### config.mk
export PLATFORM = sky130hd
export DESIGN_NAME = clock_power_mode_control
export DESIGN_NICKNAME = d
export VERILOG_FILES = /design/src/clock_power_pkg.sv /design/src/clock_power_mode_control.sv
export SDC_FILE = /design/constraint.sdc
export NUM_CORES = 1
export LEC_CHECK = 0
export CAP_MARGIN = 20
export CORE_MARGIN = 1.5
export CORE_UTILIZATION = 60
export CTS_BUF_LIST = sky130_fd_sc_hd__clkbuf_4 sky130_fd_sc_hd__clkbuf_8 sky130_fd_sc_hd__clkbuf_16
export CTS_CLUSTER_SIZE = 16
export DETAILED_ROUTE_END_ITERATION = 7
export DONT_BUFFER_PORTS = 1
export HOLD_SLACK_MARGIN = 0.15
export PLACE_DENSITY = 0.83
export SLEW_MARGIN = 15
export SYNTH_ARGS = -nofsm -noshare
export SYNTH_HDL_FRONTEND = slang
export SYNTH_SLANG_ARGS = --single-unit
### constraint.sdc
create_clock -name mclk -period 3.13 [get_ports mclk]
set_clock_uncertainty 0.15 [all_clocks]
set_input_delay 0.626 -clock mclk [delete_from_list [all_inputs] [get_ports mclk]]
set_output_delay 0.626 -clock mclk [all_outputs]
set_load 0.005 [all_outputs]
### src/clock_power_pkg.sv
// Package for the clock and power-mode controller: encodings, reset values,
// timing figures and the structs that carry configuration and status.
// Assumes a single 10 MHz control clock; oscillator rates enter as figures.
package clock_power_pkg;

    // ------------------------------------------------------------------
    // Clock rates and timing figures
    // ------------------------------------------------------------------
    localparam int CLK_HZ            = 10_000_000;
    localparam int IRC_HZ            = 4_000_000;
    localparam int IRC_START_US      = 60;
    localparam int FLASH_START_US    = 100;
    localparam int IRC_RESUME_RC_CYC = 4;
    localparam int OSC_WAKE_OSC_CYC  = 4096;
    // Least times round up to whole control-clock cycles
    localparam int IRC_START_CYC  = (IRC_START_US * CLK_HZ + 999_999) / 1_000_000;
    localparam int FLASH_CYC      = (FLASH_START_US * CLK_HZ + 999_999) / 1_000_000;
    localparam int IRC_RESUME_CYC = (IRC_RESUME_RC_CYC * CLK_HZ + IRC_HZ - 1) / IRC_HZ;

    // ------------------------------------------------------------------
    // Field widths and reset values
    // ------------------------------------------------------------------
    localparam int PREDIV_W  = 8;    // Holds N-1, N = 1..256
    localparam int MULT_W    = 15;   // Holds M-1, M = 1..32768
    localparam int CPU_DIV_W = 8;
    localparam int USB_DIV_W = 4;
    localparam int PDIV_W    = 2;    // Peripheral divide code: 1, 2, 4, 8
    localparam int CNT_W     = 16;
    localparam logic [PREDIV_W-1:0]  PREDIV_RST  = 8'h00;
    localparam logic [MULT_W-1:0]    MULT_RST    = 15'h0000;
    localparam logic [CPU_DIV_W-1:0] CPU_DIV_RST = 8'h00;
    localparam logic [USB_DIV_W-1:0] USB_DIV_RST = 4'h0;

    // ------------------------------------------------------------------
    // Encodings
    // ------------------------------------------------------------------
    typedef enum logic [1:0] {
        SRC_IRC  = 2'h0,
        SRC_MAIN = 2'h1,
        SRC_RTC  = 2'h2
    } clk_src_t;

    typedef enum logic [2:0] {
        REQ_IDLE  = 3'h1,
        REQ_SLEEP = 3'h2,
        REQ_PDOWN = 3'h3,
        REQ_DEEP  = 3'h4
    } pwr_req_t;

    typedef enum logic [6:0] {
        ST_RESET = 7'h01,
        ST_RUN   = 7'h02,
        ST_IDLE  = 7'h04,
        ST_SLEEP = 7'h08,
        ST_PDOWN = 7'h10,
        ST_DEEP  = 7'h20,
        ST_WAKE  = 7'h40
    } pwr_state_t;

    // ------------------------------------------------------------------
    // Carriers
    // ------------------------------------------------------------------
    typedef struct packed {
        clk_src_t             src;
        logic                 pll_enable;
        logic                 pll_connect;
        logic [PREDIV_W-1:0]  prediv_m1;
        logic [MULT_W-1:0]    mult_m1;
        logic [CPU_DIV_W-1:0] cpu_div;
        logic [USB_DIV_W-1:0] usb_div;
    } clk_cfg_t;

    typedef struct packed {
        logic cpu_run;
        logic clocks_run;
        logic irc_out_en;
        logic irc_powered;
        logic main_osc_power;
        logic main_osc_stable;
        logic flash_powered;
        logic flash_ready;
        logic regulator_on;
        logic rtc_osc_run;
    } pwr_stat_t;

endpackage

### src/clock_power_mode_control.sv
// Clock source selection, PLL control sequencing, peripheral clock gating
// and processor power-mode sequencing, all in one control clock domain.
// Assumes every input is synchronous to mclk and the analog blocks obey
// the enables and powers driven from here.
`timescale 1ns/1ps

module clock_power_mode_control #(
    parameter int NUM_PERIPH  = 8,
    parameter int MAIN_OSC_HZ = 12_000_000
) (
    input  wire logic                                 mclk,
    input  wire logic                                 rst_n,
    input  wire logic                                 cfg_wr,
    input  wire clock_power_pkg::clk_cfg_t            cfg_in,
    input  wire logic                                 periph_wr,
    input  wire logic [NUM_PERIPH-1:0]                periph_gate_in,
    input  wire logic [NUM_PERIPH*clock_power_pkg::PDIV_W-1:0] periph_div_in,
    input  wire logic                                 mode_req,
    input  wire clock_power_pkg::pwr_req_t            mode_code,
    input  wire logic                                 any_irq,
    input  wire logic                                 wake_irq,
    input  wire logic                                 rtc_alarm,
    input  wire logic                                 main_osc_running,
    input  wire logic                                 pll_lock,
    output clock_power_pkg::clk_cfg_t                 cfg_state,
    output clock_power_pkg::clk_src_t                 cpu_src,
    output logic                                      cpu_from_pll,
    output logic                                      pll_lock_status,
    output clock_power_pkg::pwr_stat_t                stat,
    output logic                                      internal_reset_n,
    output clock_power_pkg::pwr_state_t               mode_state,
    output logic [NUM_PERIPH-1:0]                     periph_clk_en
);
    import clock_power_pkg::*;

    // Main oscillator cycles converted to control-clock cycles, rounded up
    localparam longint OSC_WAKE_L =
        (longint'(OSC_WAKE_OSC_CYC) * CLK_HZ + MAIN_OSC_HZ - 1) / MAIN_OSC_HZ;
    localparam logic [CNT_W-1:0] OSC_WAKE_CYC    = CNT_W'(OSC_WAKE_L);
    localparam logic [CNT_W-1:0] SLEEP_IRC_CYC   = CNT_W'(IRC_RESUME_CYC);
    localparam logic [CNT_W-1:0] PDOWN_WAKE_CYC  = CNT_W'(IRC_START_CYC + IRC_RESUME_CYC);
    localparam logic [CNT_W-1:0] FLASH_RST_CYC   = CNT_W'(FLASH_CYC);
    localparam logic [CNT_W-1:0] FLASH_PD_CYC    = CNT_W'(IRC_START_CYC + FLASH_CYC);
    localparam logic [CNT_W-1:0] CNT_ZERO        = 16'h0000;

    pwr_state_t            state;
    logic [CNT_W-1:0]      wait_cnt;
    logic [CNT_W-1:0]      flash_cnt;
    logic [CNT_W-1:0]      osc_cnt;
    logic                  osc_stable;
    logic                  flash_ok;
    logic [NUM_PERIPH-1:0] periph_gate;
    logic [NUM_PERIPH*PDIV_W-1:0] periph_div;
    logic                  enter_sleep;
    logic                  enter_pdown;
    logic                  deep_exit;
    logic                  stopped;
    logic                  osc_power;

    // ------------------------------------------------------------------
    // Mode events
    // ------------------------------------------------------------------
    // Power-down and deep power-down both pass through the sleep actions
    assign enter_sleep = (state == ST_RUN) && mode_req &&
                         (mode_code == REQ_SLEEP || mode_code == REQ_PDOWN ||
                          mode_code == REQ_DEEP);
    assign enter_pdown = (state == ST_RUN) && mode_req &&
                         (mode_code == REQ_PDOWN || mode_code == REQ_DEEP);
    assign deep_exit   = (state == ST_DEEP) && rtc_alarm;
    assign stopped     = (state == ST_SLEEP) || (state == ST_PDOWN) || (state == ST_DEEP);
    // Oscillator runs while selected outside sleep, power-down and deep power-down, and during reset so it can be qualified
    assign osc_power   = !stopped && (state == ST_RESET || cfg_state.src == SRC_MAIN);

    // ------------------------------------------------------------------
    // Power-mode sequencer
    // ------------------------------------------------------------------
    always_ff @(posedge mclk or negedge rst_n) begin
        if (!rst_n) begin
            state    <= ST_RESET;
            wait_cnt <= CNT_ZERO;
        end else begin
            unique case (state)
                ST_RESET: begin
                    if (osc_stable && flash_ok) begin
                        state <= ST_RUN;
                    end
                end
                ST_RUN: begin
                    if (mode_req) begin
                        unique case (mode_code)
                            REQ_IDLE:  state <= ST_IDLE;
                            REQ_SLEEP: state <= ST_SLEEP;
                            REQ_PDOWN: state <= ST_PDOWN;
                            REQ_DEEP:  state <= ST_DEEP;
                            default:   state <= ST_RUN;
                        endcase
                    end
                end
                ST_IDLE: begin
                    if (any_irq) begin
                        state <= ST_RUN;
                    end
                end
                ST_SLEEP: begin
                    if (wake_irq) begin
                        state    <= ST_WAKE;
                        // RC resumes quickly; the crystal must ramp up again
                        wait_cnt <= (cfg_state.src == SRC_MAIN) ?
                                    OSC_WAKE_CYC : SLEEP_IRC_CYC;
                    end
                end
                ST_PDOWN: begin
                    if (wake_irq) begin
                        state    <= ST_WAKE;
                        wait_cnt <= PDOWN_WAKE_CYC;
                    end
                end
                ST_DEEP: begin
                    if (rtc_alarm) begin
                        state <= ST_RESET;
                    end
                end
                ST_WAKE: begin
                    if (wait_cnt <= 16'h0001) begin
                        state    <= ST_RUN;
                        wait_cnt <= CNT_ZERO;
                    end else begin
                        wait_cnt <= wait_cnt - 16'h0001;
                    end
                end
                default: begin
                    state <= ST_RESET;
                end
            endcase
        end
    end

    // ------------------------------------------------------------------
    // Clock configuration
    // ------------------------------------------------------------------
    // Mode entry wins over a write in the same cycle; software reprograms
    // PLL and dividers after waking.
    always_ff @(posedge mclk or negedge rst_n) begin
        if (!rst_n) begin
            cfg_state.src         <= SRC_IRC;
            cfg_state.pll_enable  <= 1'b0;
            cfg_state.pll_connect <= 1'b0;
            cfg_state.prediv_m1   <= PREDIV_RST;
            cfg_state.mult_m1     <= MULT_RST;
            cfg_state.cpu_div     <= CPU_DIV_RST;
            cfg_state.usb_div     <= USB_DIV_RST;
        end else if (deep_exit) begin
            // Nothing survives the regulator being off
            cfg_state.src         <= SRC_IRC;
            cfg_state.pll_enable  <= 1'b0;
            cfg_state.pll_connect <= 1'b0;
            cfg_state.prediv_m1   <= PREDIV_RST;
            cfg_state.mult_m1     <= MULT_RST;
            cfg_state.cpu_div     <= CPU_DIV_RST;
            cfg_state.usb_div     <= USB_DIV_RST;
        end else if (enter_sleep) begin
            cfg_state.pll_enable  <= 1'b0;
            cfg_state.pll_connect <= 1'b0;
            cfg_state.cpu_div     <= CPU_DIV_RST;
            cfg_state.usb_div     <= USB_DIV_RST;
            if (enter_pdown) begin
                cfg_state.src <= SRC_IRC;
            end
        end else if (cfg_wr) begin
            // Unused source code 3 leaves the selection unchanged
            if (cfg_in.src == SRC_IRC || cfg_in.src == SRC_MAIN ||
                cfg_in.src == SRC_RTC) begin
                cfg_state.src <= cfg_in.src;
            end
            cfg_state.pll_enable  <= cfg_in.pll_enable;
            cfg_state.pll_connect <= cfg_in.pll_connect && cfg_in.pll_enable &&
                                     pll_lock;
            cfg_state.prediv_m1   <= cfg_in.prediv_m1;
            cfg_state.mult_m1     <= cfg_in.mult_m1;
            cfg_state.cpu_div     <= cfg_in.cpu_div;
            cfg_state.usb_div     <= cfg_in.usb_div;
        end
    end

    // ------------------------------------------------------------------
    // Clock routing and PLL status
    // ------------------------------------------------------------------
    // Main oscillator is held off the core until the wake-up timer expires
    always_ff @(posedge mclk or negedge rst_n) begin
        if (!rst_n) begin
            cpu_src         <= SRC_IRC;
            cpu_from_pll    <= 1'b0;
            pll_lock_status <= 1'b0;
        end else begin
            if (state == ST_RESET ||
                (cfg_state.src == SRC_MAIN && !osc_stable)) begin
                cpu_src <= SRC_IRC;
            end else begin
                cpu_src <= cfg_state.src;
            end
            cpu_from_pll    <= cfg_state.pll_enable && cfg_state.pll_connect;
            pll_lock_status <= cfg_state.pll_enable && pll_lock;
        end
    end

    // ------------------------------------------------------------------
    // Wake-up timer for the main oscillator
    // ------------------------------------------------------------------
    // Restarts whenever the oscillator is unpowered or drops out
    always_ff @(posedge mclk or negedge rst_n) begin
        if (!rst_n) begin
            osc_cnt    <= OSC_WAKE_CYC;
            osc_stable <= 1'b0;
        end else if (!stat.main_osc_power || !main_osc_running) begin
            osc_cnt    <= OSC_WAKE_CYC;
            osc_stable <= 1'b0;
        end else if (osc_cnt <= 16'h0001) begin
            osc_cnt    <= CNT_ZERO;
            osc_stable <= 1'b1;
        end else begin
            osc_cnt <= osc_cnt - 16'h0001;
        end
    end

    // ------------------------------------------------------------------
    // Flash wake-up counter
    // ------------------------------------------------------------------
    // After power-down the count covers RC start-up and then flash start-up
    always_ff @(posedge mclk or negedge rst_n) begin
        if (!rst_n) begin
            flash_cnt <= FLASH_RST_CYC;
            flash_ok  <= 1'b0;
        end else if (enter_pdown) begin
            flash_cnt <= FLASH_PD_CYC;
            flash_ok  <= 1'b0;
        end else if (deep_exit) begin
            flash_cnt <= FLASH_RST_CYC;
            flash_ok  <= 1'b0;
        end else if (state != ST_PDOWN && state != ST_DEEP && !flash_ok) begin
            if (flash_cnt <= 16'h0001) begin
                flash_cnt <= CNT_ZERO;
                flash_ok  <= 1'b1;
            end else begin
                flash_cnt <= flash_cnt - 16'h0001;
            end
        end
    end

    // ------------------------------------------------------------------
    // Power and status outputs
    // ------------------------------------------------------------------
    always_ff @(posedge mclk or negedge rst_n) begin
        if (!rst_n) begin
            stat             <= '0;
            internal_reset_n <= 1'b0;
            mode_state       <= ST_RESET;
        end else begin
            stat.cpu_run         <= (state == ST_RUN);
            stat.clocks_run      <= (state == ST_RUN) || (state == ST_IDLE);
            stat.irc_out_en      <= !stopped;
            stat.irc_powered     <= (state != ST_PDOWN) && (state != ST_DEEP);
            stat.main_osc_power  <= osc_power;
            stat.main_osc_stable <= osc_stable;
            stat.flash_powered   <= (state != ST_PDOWN) && (state != ST_DEEP);
            stat.flash_ready     <= flash_ok;
            stat.regulator_on    <= (state != ST_DEEP);
            stat.rtc_osc_run     <= 1'b1;
            internal_reset_n     <= (state != ST_RESET);
            mode_state           <= state;
        end
    end

    // ------------------------------------------------------------------
    // Peripheral gates and dividers
    // ------------------------------------------------------------------
    // Settings survive sleep; only deep power-down clears them
    always_ff @(posedge mclk or negedge rst_n) begin
        if (!rst_n) begin
            periph_gate <= '1;
            periph_div  <= '0;
        end else if (deep_exit) begin
            periph_gate <= '1;
            periph_div  <= '0;
        end else if (periph_wr) begin
            periph_gate <= periph_gate_in;
            periph_div  <= periph_div_in;
        end
    end

    // One enable pulse per divided period for each peripheral
    for (genvar i = 0; i < NUM_PERIPH; i++) begin : g_periph
        logic [2:0] div_cnt;
        logic [2:0] div_mask;
        assign div_mask = 3'((4'h1 << periph_div[i*PDIV_W +: PDIV_W]) - 4'h1);

        always_ff @(posedge mclk or negedge rst_n) begin
            if (!rst_n) begin
                div_cnt          <= 3'h0;
                periph_clk_en[i] <= 1'b0;
            end else begin
                div_cnt          <= div_cnt + 3'h1;
                periph_clk_en[i] <= periph_gate[i] && stat.clocks_run &&
                                    ((div_cnt & div_mask) == 3'h0);
            end
        end
    end

endmodule

* Word-level counts from Yosys, hierarchy flattened
Cells that the tools add are included.
Storage, ports and cells: register bits 173, logic and storage cells 215, output and inout port bits 69, input port bits 76
Cells by class: order comparisons 3, muxes and demuxes 37, add/subtract/negate cells 19, reduce and logical (&&, ||, !) cells 68, bitwise logic cells 8, eq/ne operators 27, shift-type cells 8
Operators by type and width (number):
- $mux 16 | 11
- $mux 39 | 2
- $le 16x1->1 const B | 3
- $pmux 16 s3 | 1
- $sub 16x1->16 const B | 3
- $mux 7 | 6
- $pmux 7 s6 | 1
- $logic_and 1x1->1 | 29
- $add 3x1->3 const B | 8
- $and 3x3->3 | 8
- $logic_not 3->1 | 8
- $mux 12 | 2
- $pmux 6 s4 | 1
- $shl 1x2->3 const A | 8
- $sub 3x1->3 const B | 8
- $mux 23 | 1
- $mux 8 | 2
- $reduce_bool 3->1 | 5
- $ne 2x2->1 const B | 6
- $logic_or 1x1->1 | 11
- $eq 7x1->1 const B | 1
- $eq 7x2->1 const B | 1
- $eq 7x3->1 const B | 1
- $eq 7x4->1 const B | 1
- 23 further kinds | 42

* Logic depth before layout (Yosys ltp)
Gate-level depths: netlist of the first run.
depth after elaboration 7, gate-level depth with buffers 9, depth with buffers taken out 8

* Worst setup path before layout of the first run
No wires, ideal clock.
path type input -> register, from in mode_code[1], to reg flash_cnt[4], data arrival time 2.243 ns, data required time 2.857 ns, stages on the path 6, slack 0.614 ns, buffers on the path 0, cells stage by stage or3b_2 a2111oi_4 nor3_4 nor4b_2 xnor2_1 nor2_1
Between the ends: cells in the longest elaborated chain, start to end 4, elaborated cells between the ends (all ways) 6, classes of those cells 2 x eq/ne; 1 x mux; 3 x reduce/logical
Ends and longest elaborated chain:
- start, declared | line clock_power_mode_control.sv:19 | input wire clock_power_pkg::pwr_req_t mode_code,
- $eq 3x2->1 or $eq 3x3->1 (tied branches) | line clock_power_mode_control.sv:68 | (mode_code == REQ_PDOWN || mode_code == REQ_DEEP);
- $logic_or 1x1->1 * | line clock_power_mode_control.sv:68
- $logic_and 1x1->1 * | line clock_power_mode_control.sv:67 | assign enter_pdown = (state == ST_RUN) && mode_req &&
- $reduce_bool 3->1 (no line) or $mux 16 (tied branches)
- end signal, assigned | line clock_power_mode_control.sv:244 | flash_cnt <= flash_cnt - 16'h0001;
- end, declared | line clock_power_mode_control.sv:48 | logic [CNT_W-1:0] flash_cnt;
Every way passes the cells marked *; elsewhere a longest branch is shown, timed or not. A chain may end at the register's enable or synchronous reset.

* Worst setup path in the final report of the first run
from reg state[3], to reg cfg_state[37] (netlist name)
Between the ends: cells in the longest elaborated chain, start to end 5, elaborated cells between the ends (all ways) 12, classes of those cells 3 x eq/ne; 2 x mux; 7 x reduce/logical
Ends and longest elaborated chain:
- start, declared | line clock_power_mode_control.sv:46 | pwr_state_t state;
- start signal, assigned | line clock_power_mode_control.sv:79 | state <= ST_RESET;
- start signal, assigned | line clock_power_mode_control.sv:85 | state <= ST_RUN;
- start signal, assigned | line clock_power_mode_control.sv:91 | REQ_IDLE: state <= ST_IDLE;
- $eq 7x2->1 | line clock_power_mode_control.sv:64, clock_power_mode_control.sv:67
- $logic_and 1x1->1 | line clock_power_mode_control.sv:64, clock_power_mode_control.sv:67
- $logic_and 1x1->1 (on tied branches) | line clock_power_mode_control.sv:64, clock_power_mode_control.sv:67
- $ne 3x1->1 (no line) (tied with other cells)
- $reduce_and 3->1 (no line) or $mux 39 (tied branches)
- end, declared | line clock_power_mode_control.sv:25 | output clock_power_pkg::clk_cfg_t cfg_state,
Several ways; a longest one is shown, not always the timed one.

==> results of run 1 <==
## sequential cells by signal, indices dropped and copies added (netlist names)
name,flops
mode_state,7
cpu_src,2
flash_cnt,16
periph_div,16
cpu_from_pll,1
flash_ok,1
osc_stable,1
pll_lock_status,1
osc_cnt,16
state,7
g_periph.div_cnt,24
stat,9
periph_gate,8
internal_reset_n,1
wait_cnt,16
cfg_state,39
periph_clk_en,8
## worst paths after layout
kind                                               endpoint  slack [ns]  cells after the start
max in group asynchronous              osc_cnt[8]$_DFF_PN1_        2.73                      0
max reg2reg                       cfg_state[37]$_DFFE_PN0P_        0.35                      8
max                               cfg_state[37]$_DFFE_PN0P_        0.35                      8
min reg2reg                         mode_state[0]$_DFF_PN1_        0.28                      0
min in group mclk                      state[1]$_DFFE_PN0P_        0.17                      1
min                        g_periph[2].div_cnt[0]$_DFF_PN0_       -0.26                      0
## worst register-to-register path: stages (launching register included)
cell	delay, ns
dfrtp_1	0.49
or4_4	0.59
or2_1	0.32
inv_2	0.12
nand3_1	0.15
nand2_1	0.14
buf_4	0.27
a21oi_1	0.12
o2bb2a_1	0.32
## cell usage after synthesis, types with 14 or more instances
cell / count / area share (%)
ha_1: 14 / 2.3
mux2i_1: 50 / 6.5
a21oi_1: 17 / 1.1
nor3_1: 20 / 1.3
o21ai_0: 51 / 3.3
inv_1: 23 / 1.1
xor2_1: 18 / 2.1
a22o_1: 19 / 2.2
clkbuf_1: 19 / 0.93
nand3_1: 25 / 1.6
nor2_1: 82 / 4.0
dfrtp_1: 150 / 49
nand2_1: 49 / 2.4
dfstp_2: 23 / 7.9
## report_power, final
part	switching, W	internal (W)	total, W
clock	0.000858	0.00134	0.00220
combinational	0.000158	0.000141	0.000299
sequential	0.000132	0.00240	0.00253
total	0.00115	0.00388	0.00502
## metal layers
| metal | wire length [um] | GRT usage (%) | vias up |
|---|---|---|---|
| met5 | 0 | 0 | - |
| met4 | 362 | 9.35 | 0 |
| met3 | 1070 | 7.85 | 29 |
| met2 | 7930 | 40.9 | 197 |
| met1 | 6500 | 32.3 | 2646 |
| li1 | - | - | 2476 |
## kinds of logic after synthesis
logic type / synth area share [%]
flip-flops: 56.8
multiplexers: 6.53
XOR/XNOR: 3.54
buffers and inverters: 2.95
AND/OR/NAND/NOR: 15.4
other: 0.0489
adder cells (fa/ha/maj): 2.28
AO/OA/AOI/OAI: 12.4
## cell usage in the layout (no fill, tap or decap), types with 13 or more instances in the layout
cell / n
dfrtp_1: 150
o21ai_0: 50
xor2_1: 18
nand3_1: 25
inv_1: 23
clkbuf_16: 17
nor2_1: 82
xnor2_1: 13
nand2_1: 49
mux2i_1: 50
dfstp_2: 23
ha_1: 14
a21oi_1: 17
a22o_1: 19
nor3_1: 20
## cell type report
class,instances,area share (%)
repair buffers,14,1.36
clock buffers,21,5.59
well taps,172,2.53
inverters,24,1.06
flip-flops and latches,173,51.3
multi-input cells,472,36.3
clock inverters,11,1.81
## per-stage QoR
stage | total power (W) | setup slack (ns)
6_report | 0.00502 | 0.351
2_1_floorplan | 0.00278 | 0.614
3_3_place_gp | 0.00283 | 0.550
5_1_grt | 0.00522 | 0.173
4_1_cts | 0.00506 | 0.396
3_5_place_dp | 0.00286 | 0.425
==> impl_metrics.json, run 1 <==
{
  "synth-seq-cells": 173,
  "hpwl_um": 10700,
  "cp_top_family": "simple AND/OR/NAND/NOR gates",
  "insertedDiodeCount": 0,
  "rows": 41,
  "syn2layout_area_growth_pct": 10.7,
  "p_leak_nw": 4.00,
  "path_max_fanout": 14,
  "failed_checks": "hold timing",
  "period_minus_slack_ns": 2.78,
  "place_area_um2": 7820,
  "grt_pass1_wl_um": 26000,
  "power_density_nw_per_um2": 592,
  "worstHoldPathType": "primary input to async pin",
  "fin_area_um2": 8490,
  "fin_util_pct": 67.6,
  "status": "finished with violations",
  "routed_wl_um": 15900,
  "synth_top_flop_cell": "dfrtp_1",
  "clk_path_buf_depth": 2,
  "grt_pass1_vias": 5270,
  "ant_nets": 0,
  "cts_resized": 0,
  "rsz0062_at_grt": "false",
  "required_ns": 3.29,
  "instances_no_fill": 887,
  "async_flop_share_pct": 100,
  "r2r-start": "state[3]$_DFFE_PN0P_",
  "max_freq_mhz": 360,
  "slew-limit-headroom_pct": 46.3,
  "ys_warn_count": 0,
  "die_height_um": 116,
  "antenna_found_initial": 0,
  "clk_pin_slew_worst_paths_ns": 0.06,
  "drive_gt1_share_pct": 11.5,
  "htree_num_levels": 4,
  "fin_nets": 792,
  "path_buf_inv": 2,
  "finalCritPeriodShare_pct": 88.8,
  "grt_overflow": 0,
  "slew_viol_final": 0,
  "gp_congestion": 0.861,
  "setup.worst_path.class": "flip-flop to flip-flop",
  "postCtsHoldBufs": 4,
  "hold_slack_ns": -0.260,
  "hold_violations": 159,
  "setup_violations": 0,
  "cts_tree": "built",
  "viasPerCell": 6.03,
  "clkSinkCount": 173,
  "dr.pass1.iters": 5,
  "dieArea_um2": 13500,
  "drt-initial-drc-count": 289,
  "io_pins": 145,
  "core-area_um2": 12600,
  "port_buffers": 0,
  "crit_chain": "or4_4 > or2_1 > inv_2 > nand3_1 > nand2_1 > buf_4 > a21oi_1 > o2bb2a_1",
  "synth_area_um2": 7670,
  "tightestPinTransition_ns": 0.800,
  "start_util_pct": 61.0,
  "maxCapViolCount": 0,
  "cts_made_buffers": 17,
  "grt_usage_pct": 25.3,
  "cp-end-kind": "flip-flop",
  "ys_types": 64,
  "root_buffer": "clkbuf_16",
  "ff_latch_area_um2": 4360,
  "syn_nets": 790,
  "final.setup.tns_ns": 0,
  "dp.cells": 851,
  "syn_avg_cell_area_um2": 11.0,
  "synth-edff-count": 0,
  "seq_area_frac_synth_pct": 56.8,
  "multi_input_area_um2": 3080,
  "arrival_ns": 2.94,
  "wl_per_cell_um": 17.9,
  "slowest_stage": "or4_4",
  "critical_path.max_stage_delay_ns": 0.59,
  "vias": 5348,
  "clock_latency_ns": 0.42,
  "fillers": 909,
  "syn_inst": 700,
  "cp-start-kind": "flip-flop",
  "drcViolationCount": 0,
  "dieWidth_um": 116,
  "ir_drop_mv": 0.337,
  "grt_max_degree": 174,
  "crit_path_start": "state[3]$_DFFE_PN0P_",
  "cts_setup_buffers": 0
}
Note: power is estimated with default switching activity, not from simulation.
==> run 2, diff against run 1 <==
--- a/config.mk
+++ b/config.mk
@@ -7,13 +7,14 @@
 export LEC_CHECK = 0
 export CAP_MARGIN = 20
 export CORE_MARGIN = 1.5
-export CORE_UTILIZATION = 60
+export CORE_UTILIZATION = 25
 export CTS_BUF_LIST = sky130_fd_sc_hd__clkbuf_4 sky130_fd_sc_hd__clkbuf_8 sky130_fd_sc_hd__clkbuf_16
 export CTS_CLUSTER_SIZE = 16
 export DETAILED_ROUTE_END_ITERATION = 7
 export DONT_BUFFER_PORTS = 1
 export HOLD_SLACK_MARGIN = 0.15
-export PLACE_DENSITY = 0.83
+export PLACE_DENSITY = 0.44
+export RECOVER_POWER = 50
 export SLEW_MARGIN = 15
 export SYNTH_ARGS = -nofsm -noshare
 export SYNTH_HDL_FRONTEND = slang
==> impl_metrics.json, run 2 (synthesized netlist as in run 1, its figures left out) <==
{
  "power_density_nw_per_um2": 552,
  "dr_wl_met3_um": 1090,
  "rsz0062_at_grt": "false",
  "insertedDiodeCount": 0,
  "cp-start-kind": "flip-flop",
  "top_register": "cfg_state",
  "grt_max_degree": 174,
  "r2r.worst_path.cells": 7,
  "hold_violations": 163,
  "r2r-start": "state[3]$_DFFE_PN0P_",
  "cts_made_buffers": 17,
  "dieWidth_um": 178,
  "largest_reg_flops": 39,
  "clk_path_buf_depth": 2,
  "max_freq_mhz": 351,
  "io_pins": 145,
  "ir_drop_mv": 0.374,
  "cts_setup_buffers": 0,
  "hpwl_um": 12400,
  "rows": 63,
  "vias": 5261,
  "layout_commonest_cell": "dfrtp_1",
  "gp_congestion": 0.728,
  "routed_wl_um": 18700,
  "arrival_ns": 3.07,
  "cp-end-kind": "flip-flop",
  "start_util_pct": 25.6,
  "clkSinkCount": 173,
  "tightestPinTransition_ns": 0.793,
  "finalCritPeriodShare_pct": 90.9,
  "dieArea_um2": 31700,
  "status": "finished with violations",
  "place_area_um2": 8170,
  "grt_pass1_wl_um": 29600,
  "worstHoldPathType": "primary input to async pin",
  "path_max_fanout": 10,
  "layout_common_cells": "dfrtp_1 (150), nor2_1 (82), o21ai_0 (51)",
  "fillers": 3090,
  "drcViolationCount": 0,
  "r2r_end": "state[2]$_DFFE_PN0P_",
  "ff2ff_setup_slack_ns": 0.28,
  "grt_usage_pct": 12.2,
  "htree_num_levels": 4,
  "wl_per_cell_um": 16.6,
  "clock_latency_ns": 0.44,
  "die_height_um": 178,
  "period_minus_slack_ns": 2.85,
  "ant_nets": 0,
  "ff_latch_area_um2": 4360,
  "fin_area_um2": 8890,
  "final.setup.tns_ns": 0,
  "failed_checks": "hold timing",
  "slew_viol_final": 0,
  "maxCapViolCount": 0,
  "grt_pass1_vias": 5112,
  "setup_violations": 0,
  "setup.worst_path.class": "flip-flop to flip-flop",
  "syn2layout_area_growth_pct": 15.9,
  "slew-limit-headroom_pct": 46.9,
  "clk_pin_slew_worst_paths_ns": 0.07,
  "dp.cells": 1077,
  "required_ns": 3.35,
  "hold_slack_ns": -0.270,
  "drive_gt1_share_pct": 11.8,
  "top_layer": "met4",
  "p_leak_nw": 4.07,
  "antenna_found_initial": 0,
  "root_buffer": "clkbuf_16",
  "port_buffers": 0,
  "grt_overflow": 0,
  "drt-initial-drc-count": 265,
  "multi_input_area_um2": 3090,
  "power_w": 0.00491,
  "instances_no_fill": 1127,
  "cts_resized": 0,
  "cts_tree": "built",
  "core-area_um2": 30000,
  "viasPerCell": 4.67,
  "dr.pass1.iters": 4,
  "fin_nets": 814,
  "wirelength_met1_um": 9010,
  "reg_top3": "cfg_state x39, g_periph.div_cnt x24",
  "wl_met2_um": 8390
}
[run 2: metal layers]
metal | global-route usage, % | vias to the layer above
met5 | 0 | -
met4 | 3.61 | 0
met3 | 3.79 | 17
met2 | 18.0 | 130
met1 | 16.9 | 2582
li1 | - | 2532
[run 2: worst max path at each step]
stage / startpoint / endpoint / depth (start not counted)
finish: state[3]$_DFFE_PN0P_ / state[2]$_DFFE_PN0P_ / 7
global route: wait_cnt[7]$_DFFE_PN0P_ / state[2]$_DFFE_PN0P_ / 6
CTS: wait_cnt[7]$_DFFE_PN0P_ / state[2]$_DFFE_PN0P_ / 6
detailed placement: flash_cnt[8]$_DFFE_PN1P_ / flash_cnt[8]$_DFFE_PN1P_ / 6
global placement: flash_cnt[8]$_DFFE_PN1P_ / flash_cnt[8]$_DFFE_PN1P_ / 6
floorplan: mode_code[1] / flash_cnt[4]$_DFFE_PN0P_ / 6
[run 2: worst max-delay path: stages, from the launching register on]
cell and delay [ns]:
dfrtp_1 0.35, clkbuf_1 0.38, xor2_1 0.22, nand3_1 0.25, o22a_1 0.18, nand3_1 0.29
o41ai_1 0.38, dlygate4sd3_1 0.59
[run 2: power by group]
group	internal [W]	total [W]	switching, W
registers	0.00240	0.00253	0.000136
logic	0.000157	0.000312	0.000155
clock network	0.00105	0.00206	0.00102
total	0.00360	0.00491	0.00131
[run 2: final cells by class]
type,instances,area share [%]
clock inverters,15,1.42
clock buffers,17,4.79
repair buffers,36,3.56
inverters,24,1.01
flip-flops and latches,173,49.0
multi-input cells,472,34.7
well taps,390,5.49
[run 2: what timing repair did]
action                                  in CTS  in global routing
hold buffers                                16                  2
endpoints found under the setup margin       0                  0
hold endpoints to repair                   188                175
[run 2: metrics by stage]
| step | worst slack, ns | util, % | hold slack [ns] |
|---|---|---|---|
| final | 0.284 | 29.7 | -0.270 |
| after global routing | 0.0143 | 29.7 | -0.305 |
| after CTS | 0.312 | 29.6 | -0.299 |
| after detailed placement | 0.508 | 27.3 | 0.185 |
| after global placement | 0.545 | 27.3 | 0.184 |
| after floorplan | 0.614 | - | 0.180 |
==> run 3, diff against run 2 <==
==> constraint.sdc (replaced) <==
create_clock -name mclk -period 3.13 [get_ports mclk]
set_clock_uncertainty 0.15 [all_clocks]
set_input_delay 0.626 -clock mclk [delete_from_list [all_inputs] [get_ports mclk]]
set_output_delay 0.626 -clock mclk [all_outputs]
set_load 0.01 [all_outputs]
==> impl_metrics.json, run 3 (synthesized netlist as in run 1, its figures left out) <==
{
  "final.setup.tns_ns": 0,
  "slew_viol_final": 0,
  "clkSinkCount": 173,
  "worstHoldPathType": "primary input to async pin",
  "hold_violations": 158,
  "cts_setup_buffers": 0,
  "start_util_pct": 25.6,
  "clock_latency_ns": 0.44,
  "die_height_um": 178,
  "gp_congestion": 0.732,
  "fin_area_um2": 8960,
  "core-area_um2": 30000,
  "wl_per_cell_um": 16.6,
  "power_density_nw_per_um2": 564,
  "viasPerCell": 4.67,
  "rsz0062_at_grt": "false",
  "dieArea_um2": 31700,
  "grt_pass1_wl_um": 29400,
  "routed_wl_um": 18800,
  "cp-start-kind": "flip-flop",
  "syn2layout_area_growth_pct": 16.8,
  "cts_resized": 0,
  "port_buffers": 0,
  "cp-end-kind": "flip-flop",
  "htree_num_levels": 4,
  "status": "finished with violations",
  "grt_pass1_vias": 5210,
  "largest_reg_flops": 39,
  "fin_nets": 815,
  "arrival_ns": 3.12,
  "drive_gt1_share_pct": 11.8,
  "ir_drop_mv": 0.341,
  "instances_no_fill": 1131,
  "io_pins": 145,
  "drt-initial-drc-count": 266,
  "clk_pin_slew_worst_paths_ns": 0.07,
  "p_leak_nw": 4.09,
  "finalWorstSetupSlack_ns": 0.234,
  "power_w": 0.00505,
  "place_area_um2": 8170,
  "setup_violations": 0,
  "reg_top3": "cfg_state x39, g_periph.div_cnt x24",
  "vias": 5282,
  "top_register": "cfg_state",
  "hpwl_um": 12600,
  "dp.cells": 1077,
  "maxCapViolCount": 0,
  "required_ns": 3.35,
  "layout_commonest_cell": "dfrtp_1",
  "cts_made_buffers": 17,
  "grt_max_degree": 174,
  "dieWidth_um": 178,
  "hold_slack_ns": -0.272,
  "root_buffer": "clkbuf_16",
  "path_max_fanout": 10,
  "finalCritPeriodShare_pct": 92.5,
  "max_freq_mhz": 345,
  "setup.worst_path.class": "flip-flop to flip-flop",
  "pre_cts_ws_ns": 0.528,
  "fillers": 3137,
  "ant_nets": 0,
  "clk_path_buf_depth": 2,
  "period_minus_slack_ns": 2.90,
  "slew-limit-headroom_pct": 43.8,
  "layout_common_cells": "dfrtp_1 (150), nor2_1 (82), o21ai_0 (51)",
  "tightestPinTransition_ns": 0.840,
  "rows": 63,
  "failed_checks": "hold timing",
  "antenna_found_initial": 0,
  "drcViolationCount": 0,
  "cts_tree": "built",
  "grt_overflow": 0,
  "dr.pass1.iters": 4,
  "postCtsHoldBufs": 19,
  "grt_usage_pct": 12.0
}
[run 3: cell type report]
type,instances,area (um^2),area share (%)
clock buffers,17,425,4.75
repair buffers,37,327,3.65
clock inverters,15,175,1.96
inverters,24,90.1,1.01
multi-input cells,472,3090,34.5
diodes,3,7.51,0.0838
well taps,390,488,5.45
flip-flops and latches,173,4360,48.7
[run 3: power by group]
part / leakage (nW) / switching (W) / internal (W) / total, W
Combinational: 1.69 / 0.000156 / 0.000158 / 0.000315
Clock: 0.288 / 0.00104 / 0.00114 / 0.00218
Sequential: 2.10 / 0.000157 / 0.00240 / 0.00255
[run 3: path summary, 6_finish.rpt]
kind,start,endpoint,slack [ns],cells past startpoint
worst max-delay path,state[2]$_DFFE_PN0P_,state[2]$_DFFE_PN0P_,0.23,8
worst min-delay path,rst_n,periph_div[2]$_DFFE_PN0P_,-0.27,0
worst max register to register,state[2]$_DFFE_PN0P_,state[2]$_DFFE_PN0P_,0.23,8
worst min register to register,periph_div[4]$_DFFE_PN0P_,periph_clk_en[2]$_DFF_PN0_,0.28,1
max in group asynchronous,rst_n,flash_cnt[3]$_DFFE_PN1P_,2.73,0
min in group mclk,periph_gate_in[1],periph_gate[1]$_DFFE_PN1P_,0.18,2
[run 3: stage by stage]
step | hold slack, ns | util [%]
after detailed placement | 0.185 | 27.3
after global routing | -0.308 | 29.9
after floorplan | 0.180 | -
final | -0.272 | 29.9
after CTS | -0.302 | 29.9
after global placement | 0.184 | 27.3
[run 3: layer usage]
layer | global-route usage [%] | vias to the layer above | wire [um]
met1 | 16.1 | 2624 | 8900
met2 | 18.3 | 114 | 8660
met4 | 4.06 | 0 | 275
met5 | 0 | - | 0
met3 | 3.77 | 19 | 965
li1 | - | 2525 | -
[run 3: critical path, stage by stage (launching register included)]
cell and delay [ns]:
dfrtp_1 0.34, clkbuf_1 0.37, nor3_1 0.14, buf_4 0.18
nand3_1 0.19, o22a_1 0.16, nand3_1 0.30, o41ai_1 0.40
dlygate4sd3_1 0.59
